==> config.mk <==
export PLATFORM = sky130hd
export DESIGN_NAME = cee_evaluator
export DESIGN_NICKNAME = d
export VERILOG_FILES = /design/src/cee_pkg.sv /design/src/cee_pin_sync.sv /design/src/cee_evaluator.sv
export VERILOG_INCLUDE_DIRS = /design/src
export SDC_FILE = /design/constraint.sdc
export NUM_CORES = 1
export LEC_CHECK = 0
export BUFFER_PORTS_ARGS = -buffer_cell sky130_fd_sc_hd__buf_2
export CAP_MARGIN = 20
export CORE_MARGIN = 5
export CORE_UTILIZATION = 34
export DETAILED_ROUTE_END_ITERATION = 8
export HOLD_SLACK_MARGIN = 0.08
export PLACE_DENSITY_LB_ADDON = 0.08
export REMOVE_ABC_BUFFERS = 1
export SLEW_MARGIN = 20
export SYNTH_ARGS = -nofsm -noshare
export SYNTH_HDL_FRONTEND = slang
export SYNTH_SLANG_ARGS = --single-unit
==> constraint.sdc <==
create_clock -name clock -period 1.3 [get_ports clock]
set_input_delay 0.13 -clock clock [delete_from_list [all_inputs] [get_ports clock]]
set_output_delay 0.13 -clock clock [all_outputs]
set_load 0.01 [all_outputs]
==> src/cee_defs.svh <==
// Opcode field positions, encodings and codes for the conditional execution evaluator.
`ifndef CEE_DEFS_SVH
`define CEE_DEFS_SVH

// Instruction word layout.
`define CEE_INSTR_W 16
`define CEE_OP_HI 15
`define CEE_OP_LO 12
`define CEE_KIND_HI 11
`define CEE_KIND_LO 10
`define CEE_SEL_HI 9
`define CEE_SEL_LO 8
`define CEE_STATE_HI 7
`define CEE_STATE_LO 4
`define CEE_MASK_HI 3
`define CEE_MASK_LO 0

// Leading opcode nibble of all conditional transfers.
`define CEE_OP_COND 4'hE

// Transfer kind in bits 11:10.
`define CEE_KIND_BRANCH 2'h0
`define CEE_KIND_CALL 2'h2
`define CEE_KIND_RETURN 2'h3

// Branch condition select encodings.
`define CEE_SEL_PIN_LOW 2'h0
`define CEE_SEL_TC_SET 2'h1
`define CEE_SEL_TC_CLEAR 2'h2
`define CEE_SEL_NONE 2'h3

// Flag condition field bit positions (zero, negative, overflow, carry).
`define CEE_FLAG_Z 3
`define CEE_FLAG_L 2
`define CEE_FLAG_V 1
`define CEE_FLAG_C 0

// Reset value of the synchronised test pin level (pin idles high).
`define CEE_PIN_RST 1'h1

`endif

==> src/cee_pkg.sv <==
// Types shared by the conditional execution evaluator.
package cee_pkg;

	typedef enum logic [3:0] {
		CEE_KIND_NONE = 4'h1,
		CEE_KIND_BR = 4'h2,
		CEE_KIND_CL = 4'h4,
		CEE_KIND_RT = 4'h8
	} cee_kind_t;

endpackage

==> src/cee_pin_sync.sv <==
// Three-stage synchroniser for the external test pin with agreement filter.
`include "cee_defs.svh"

module cee_pin_sync (
	// Clock and reset
	input wire logic clock,
	input wire logic sys_rst,
	// Pin and clean level
	input wire logic pinAsync,
	output logic pinLevel
);

	logic stage1_reg;
	logic stage2_reg;
	logic stage3_reg;
	logic level_reg;

	always_ff @(posedge clock or posedge sys_rst) begin
		if (sys_rst) begin
			stage1_reg <= `CEE_PIN_RST;
			stage2_reg <= `CEE_PIN_RST;
			stage3_reg <= `CEE_PIN_RST;
		end else begin
			stage1_reg <= pinAsync;
			stage2_reg <= stage1_reg;
			stage3_reg <= stage2_reg;
		end
	end

	// A change is accepted only once the last two stages agree.
	always_ff @(posedge clock or posedge sys_rst) begin
		if (sys_rst) begin
			level_reg <= `CEE_PIN_RST;
		end else if (stage2_reg == stage3_reg) begin
			level_reg <= stage3_reg;
		end
	end

	assign pinLevel = level_reg;

endmodule

==> src/cee_evaluator.sv <==
// Condition evaluation for conditional branch, call and return instructions.
// An instruction presented with instrValid is judged in one cycle; the verdict is
// registered and shown with the decisionValid pulse on the following edge.
`include "cee_defs.svh"

module cee_evaluator #(
	parameter int ACC_W = 32
) (
	// Clock and reset
	input wire logic clock,
	input wire logic sys_rst,
	// Instruction from the decoder
	input wire logic instrValid,
	input wire logic [`CEE_INSTR_W-1:0] instrWord,
	// Datapath state
	input wire logic [ACC_W-1:0] mainSumRegister,
	input wire logic overflowFlag,
	input wire logic carryFlag,
	input wire logic testControlFlag,
	// External test pin, asynchronous
	input wire logic externalTestPin,
	// Verdict
	output logic decisionValid,
	output cee_pkg::cee_kind_t transferKind,
	output logic transferTaken,
	output logic selectMet,
	output logic flagMet,
	output logic conditionalCall
);
	import cee_pkg::*;

	////////////////////////////////////////////////////////////////////////////
	// Decoding helpers.

	// Classifies an instruction word; anything else is not a conditional transfer.
	function automatic cee_kind_t decodeKind(input logic [`CEE_INSTR_W-1:0] w);
		cee_kind_t k;
		k = CEE_KIND_NONE;
		if (w[`CEE_OP_HI:`CEE_OP_LO] == `CEE_OP_COND) begin
			case (w[`CEE_KIND_HI:`CEE_KIND_LO])
				`CEE_KIND_BRANCH: k = CEE_KIND_BR;
				`CEE_KIND_CALL: k = CEE_KIND_CL;
				`CEE_KIND_RETURN: k = CEE_KIND_RT;
				default: k = CEE_KIND_NONE;
			endcase
		end
		return k;
	endfunction

	// Evaluates the two-bit branch condition select.
	function automatic logic selectTest(input logic [1:0] sel, input logic pin,
		input logic tc);
		logic r;
		r = 1'b0;
		case (sel)
			`CEE_SEL_PIN_LOW: r = ~pin;
			`CEE_SEL_TC_SET: r = tc;
			`CEE_SEL_TC_CLEAR: r = ~tc;
			`CEE_SEL_NONE: r = 1'b1;
			default: r = 1'b0;
		endcase
		return r;
	endfunction

	////////////////////////////////////////////////////////////////////////////
	// Test pin synchronisation.

	logic pinLevel;

	cee_pin_sync u_pin_sync (
		.clock(clock),
		.sys_rst(sys_rst),
		.pinAsync(externalTestPin),
		.pinLevel(pinLevel)
	);

	////////////////////////////////////////////////////////////////////////////
	// Combinational evaluation.

	logic [3:0] condVec;
	logic [3:0] maskField;
	logic [3:0] stateField;
	logic [3:0] matchVec;
	logic selectNext;
	logic flagNext;
	cee_kind_t kindNext;

	assign condVec[`CEE_FLAG_Z] = (mainSumRegister == '0);
	assign condVec[`CEE_FLAG_L] = mainSumRegister[ACC_W-1];
	assign condVec[`CEE_FLAG_V] = overflowFlag;
	assign condVec[`CEE_FLAG_C] = carryFlag;

	assign maskField = instrWord[`CEE_MASK_HI:`CEE_MASK_LO];
	assign stateField = instrWord[`CEE_STATE_HI:`CEE_STATE_LO];

	// A condition matches when it equals its required state.
	genvar gi;
	generate
		for (gi = 0; gi < 4; gi++) begin : g_match
			assign matchVec[gi] = ~(condVec[gi] ^ stateField[gi]);
		end
	endgenerate

	// An empty mask tests no flag, so the flag side cannot veto the select side.
	// Zero-or-positive via any-bit
	assign flagNext = (maskField == 4'h0) | (|(maskField & matchVec));

	assign selectNext = selectTest(instrWord[`CEE_SEL_HI:`CEE_SEL_LO], pinLevel,
		testControlFlag);
	assign kindNext = decodeKind(instrWord);

	////////////////////////////////////////////////////////////////////////////
	// Registered verdict.

	logic valid_reg;
	logic taken_reg;
	logic select_reg;
	logic flag_reg;
	cee_kind_t kind_reg;

	always_ff @(posedge clock or posedge sys_rst) begin
		if (sys_rst) begin
			valid_reg <= 1'b0;
		end else begin
			valid_reg <= instrValid;
		end
	end

	always_ff @(posedge clock or posedge sys_rst) begin
		if (sys_rst) begin
			kind_reg <= CEE_KIND_NONE;
			select_reg <= 1'b0;
			flag_reg <= 1'b0;
			taken_reg <= 1'b0;
		end else if (instrValid) begin
			kind_reg <= kindNext;
			select_reg <= selectNext;
			flag_reg <= flagNext;
			taken_reg <= (kindNext != CEE_KIND_NONE) & selectNext & flagNext;
		end
	end

	assign decisionValid = valid_reg;
	assign transferKind = kind_reg;
	assign transferTaken = taken_reg;
	assign selectMet = select_reg;
	assign flagMet = flag_reg;
	assign conditionalCall = (kind_reg == CEE_KIND_CL);
endmodule

Yosys cells after proc, flatten, opt, wreduce, memory -nomap -nowiden

Cells that the tools add are included.

Multiplexer cells: 3
Reduce and logical (&&, ||, !) cells: 5
Bitwise gates (word level): 14
Eq/ne operators: 9

Operator list:

| cell                 | number |
|---|---|
| $logic_not A32 Y1    | 1 |
| $pmux W4 S3          | 1 |
| $eq A2 B2 Y1 const B | 4 |
| $not A1 Y1           | 6 |
| $and A4 B4 Y4        | 1 |
| $eq A4 B3 Y1 const B | 1 |
| $eq A4 B4 Y1 const B | 1 |
| $logic_not A2 Y1     | 2 |
| $logic_not A4 Y1     | 1 |
| $mux W4              | 1 |
| $ne A4 B1 Y1 const B | 1 |
| $pmux W1 S4          | 1 |
| $reduce_or A4 Y1     | 1 |
| $xor A1 B1 Y1        | 4 |
| $and A1 B1 Y1        | 2 |
| $eq A2 B1 Y1 const B | 1 |
| $eq A1 B1 Y1         | 1 |
| $or A1 B1 Y1         | 1 |

Register bits after elaboration: 12
Bits of input ports: 55

Depth between registers and ports, before layout

Depth in word-level cells: 7
Mapped depth: 5
Mapped depth without buffers: 5

Cells and area by module

From an unflattened synthesis, not the netlist that was laid out.

Cells, all modules: 63
Area, all modules: 610.6 um^2

By module, submodules not included:

| module        | times used | cells an instance | area each (um^2) | seq. area each (um^2) |
|---|---|---|---|---|
| cee_evaluator | 1          | 57                | 490.5            | 201.4 |
| cee_pin_sync  | 1          | 6                 | 120.1            | 105.1 |

Worst setup path after synthesis

OpenSTA, ideal clock, no wires.

Path kind: input port to flip-flop
Start point: in mainSumRegister[25]
End point: reg taken_reg, in the netlist transferTaken
Data arrival time: 1.036 ns
Stages: 5
Data required time: 1.174 ns
Setup time: 0.126 ns
Slack: 0.138 ns
Cell sequence: nor4_1 nand4_1 nor2_2 xnor2_1 a221o_1

Longest elaborated chain between the ends: 7

Ends and longest elaborated chain:

| what                 | line                 | text |
|---|---|---|
| from (decl)          | cee_evaluator.sv:16  | `input wire logic [ACC_W-1:0] mainSumRegister,` |
| $logic_not A32 Y1    | cee_evaluator.sv:88  | `` assign condVec[`CEE_FLAG_Z] = (mainSumRegister == '0); `` |
| $xor A1 B1 Y1        | cee_evaluator.sv:100 | `assign matchVec[gi] = ~(condVec[gi] ^ stateField[gi]);` |
| $not A1 Y1           | cee_evaluator.sv:100 |  |
| $and A4 B4 Y4        | cee_evaluator.sv:106 | `assign flagNext = (maskField == 4'h0) \| (\|(maskField & matchVec));` |
| $reduce_or A4 Y1     | cee_evaluator.sv:106 |  |
| $or A1 B1 Y1         | cee_evaluator.sv:106 |  |
| $and A1 B1 Y1        | cee_evaluator.sv:139 | `taken_reg <= (kindNext != CEE_KIND_NONE) & selectNext & flagNext;` |
| to (signal assigned) | cee_evaluator.sv:139 |  |
| to (decl)            | cee_evaluator.sv:116 | `logic taken_reg;` |

Every way passes these cells.
A chain may end at the register's enable or synchronous reset.

Final worst setup path

Start point: reg kind_reg[3], in the netlist transferKind[3]
End point: out conditionalCall

Longest elaborated chain between the ends: 1

Ends and longest elaborated chain:

| what                   | line                 | text |
|---|---|---|
| from (decl)            | cee_evaluator.sv:119 | `cee_kind_t kind_reg;` |
| from (signal assigned) | cee_evaluator.sv:136 | `kind_reg <= kindNext;` |
| $eq A4 B3 Y1           | cee_evaluator.sv:148 | `assign conditionalCall = (kind_reg == CEE_KIND_CL);` |
| to (decl)              | cee_evaluator.sv:28  | `output logic conditionalCall` |

Every way passes these cells.

==> qor.yml <==
synth_flop_cell: "dfrtp_1"
post-route-util_pct: 59.6
drtAntennaViolNets: 0
cts_sinks: 12
start_util_pct: 35.7
finalSetupViolCount: 0
grt.total_usage_pct: 12.7
grt_first_pass_wirelength_um: 2650
required_ps: 1170
hp-class: "in -> reg"
total_switching_power_mw: 0.197
yosysUniqueCellTypes: 25
io_buffers: 63
p_seq_share_pct: 47.2
yosys_register_bits: 12
r2r_start: "u_pin_sync.pinLevel"
switching_share_pct: 22.6
worstSetupEndpointType: "primary output"
grt_pass1_vias: 722
io_pins: 64
synth_edf_count: 0
crit_path_max_fanout: 3
fp.dieW_um: 52.6
vias_per_cell: 4.78
drt_iter0_markers: 9
synthToLayoutAreaGrowth_pct: 67.1
cts_tree: "yes"
core_um2: 1730
antenna_found_initial: 0
crit_start: "transferKind[3]"
rr_endpoint: "transferTaken"
max_freq_ghz: 0.785
crit_arrival_ps: 1140
p_per_area_nw_per_um2: 847
synthArstFlopShare_pct: 100
drc: 0
combPwrFrac_pct: 20.3
ys_seq_area_share_pct: 49.8
antenna_cells: 0
min_from: "instrWord[10]"
dr.pass1.iters: 2
fin_area_um2: 1030
status: "complete, no violations"
clkPwrFrac_pct: 32.5
root_buffer: "clkbuf_4"
postPlaceCellArea_um2: 966
finalPower_mw: 0.872
fin_crit_ps: 1270
num_vias: 736
slew_violations: 0
rows: 15
post_drt_wl_per_cell_um: 11.4
clockBufferDepth: 2
dieHeight_um: 52.6
r2r_cells: 4
setup_tns_ps: 0
nets: 185
syn_inst: 60
largest_register_ff_count: 4
wirelength_um: 1760
drive_gt1_share_pct: 62.0
fin_hold_ws_ps: 91.9
grt_max_degree: 15
worstMarginPinSlew_ps: 427
hold_viol_final: 0
drv_cap: 0
htreeDepth: 1
synth.avg_cell_area_um2: 10.3
cts_made_buffers: 3
finClkSkew_ps: 1.88
ys_warn_count: 0
gp_congestion: 0.685
grt-ovfl-total: 0
vdd_drop_max_mv: 0.393
clock_latency_ps: 260
critPathLaunchType: "flop"
min_to: "transferKind[2]"
clk_pin_slew_worst_paths_ps: 70
rrSetupSlack_ps: 110
slew_headroom_pct: 71.5
p_leak_nw: 0.511
period_share_pct: 98.0
path_class: "reg -> out"
p_int_mw: 0.674
synth_area_um2: 616
fp.dieArea_um2: 2760
worstHoldPathCells: 2
-- critical path, stage by stage, from the launching register on --
cell and delay (ps):
dfrtp_1 410, nor4_2 290, buf_2 180
-- cell usage in the layout (no fill, tap or decap), drive strengths merged --
| cell type | n |
|---|---|
| a22oi | 1 |
| nand4 | 2 |
| o22ai | 2 |
| nor2 | 4 |
| or2 | 1 |
| a21oi | 4 |
| buf | 64 |
| dfrtp | 7 |
| nand2 | 3 |
| clkbuf | 4 |
| nor4 | 10 |
| nand4b | 1 |
| maj3 | 1 |
| dlygate4sd3 | 2 |
| mux2i | 1 |
| mux2 | 2 |
| dfstp | 5 |
| nor3 | 1 |
| a31o | 1 |
| a31oi | 1 |
| o31ai | 1 |
| nor2b | 1 |
| inv | 5 |
| xnor2 | 4 |
| a221o | 1 |
-- worst max-delay path by stage --
stage	to	slack (ps)	cells after the start
2_1_floorplan	transferTaken	140	5
3_5_place_dp	transferTaken	-90	6
5_1_grt	conditionalCall	-30	2
6_report	conditionalCall	30	2
4_1_cts	conditionalCall	30	3
3_3_place_gp	transferTaken	-60	6
-- layout make-up --
cell class	instances	area (um2)
Multi-Input combinational cell	42	293
Inverter	5	18.8
Fill cell	173	698
Tap cell	25	31.3
Sequential cell	12	307
Timing Repair Buffer	66	343
Clock buffer	4	36.3
-- power by group through the flow --
stage                     Sequential (mW)  Clock [mW]  Combinational (mW)
after floorplan                     0.423           0              0.0531
after global placement              0.418           0               0.171
after detailed placement            0.418           0               0.175
after CTS                           0.411       0.296               0.180
after global routing                0.413       0.311               0.200
final                               0.411       0.283               0.177
-- synthesized netlist by cell type, types with 2 or more instances --
master | n | area, um2
dfrtp_1 | 7 | 175
xnor2_1 | 4 | 35.0
nor2_1 | 3 | 11.3
a21oi_1 | 4 | 20.0
nand4_1 | 2 | 12.5
nand2_1 | 3 | 11.3
dfstp_2 | 5 | 131
o22ai_1 | 2 | 12.5
mux2_2 | 2 | 22.5
inv_1 | 5 | 18.8
nor4_1 | 9 | 56.3
-- kinds of logic after synthesis --
| logic type | synth area share, % |
|---|---|
| muxes | 5.28 |
| AOI/OAI and AO/OA | 11.8 |
| adders and majority gates | 1.63 |
| buffers and inverters | 3.66 |
| and+or+nand+nor | 22.2 |
| xor gates and xnor gates | 5.69 |
| DFF | 49.8 |
-- routing by layer --
layer	part of all wire, %	GRT usage, %	vias to the layer above
met5	0	0	-
met4	0.40	7.66	0
li1	-	-	366
met1	39	15.2	324
met2	51	21.5	44
met3	10	1.42	2
-- per-stage QoR --
stage                     setup slack, ps  cells
after floorplan                       138     59
after global placement              -64.1    148
after detailed placement            -86.1    148
after CTS                            30.4    154
after global routing                -26.3    154
final                                26.6    154
-- repair_timing --
| action | in CTS | in global routing |
|---|---|---|
| hold endpoints to repair | 8 | 0 |
| buffers inserted | 0 | 0 |
| resized for setup | 0 | 1 |
| hold buffers | 2 | 0 |
| endpoints found under the setup margin | 0 | 1 |
No activity file was read; power rests on OpenSTA's default activity.
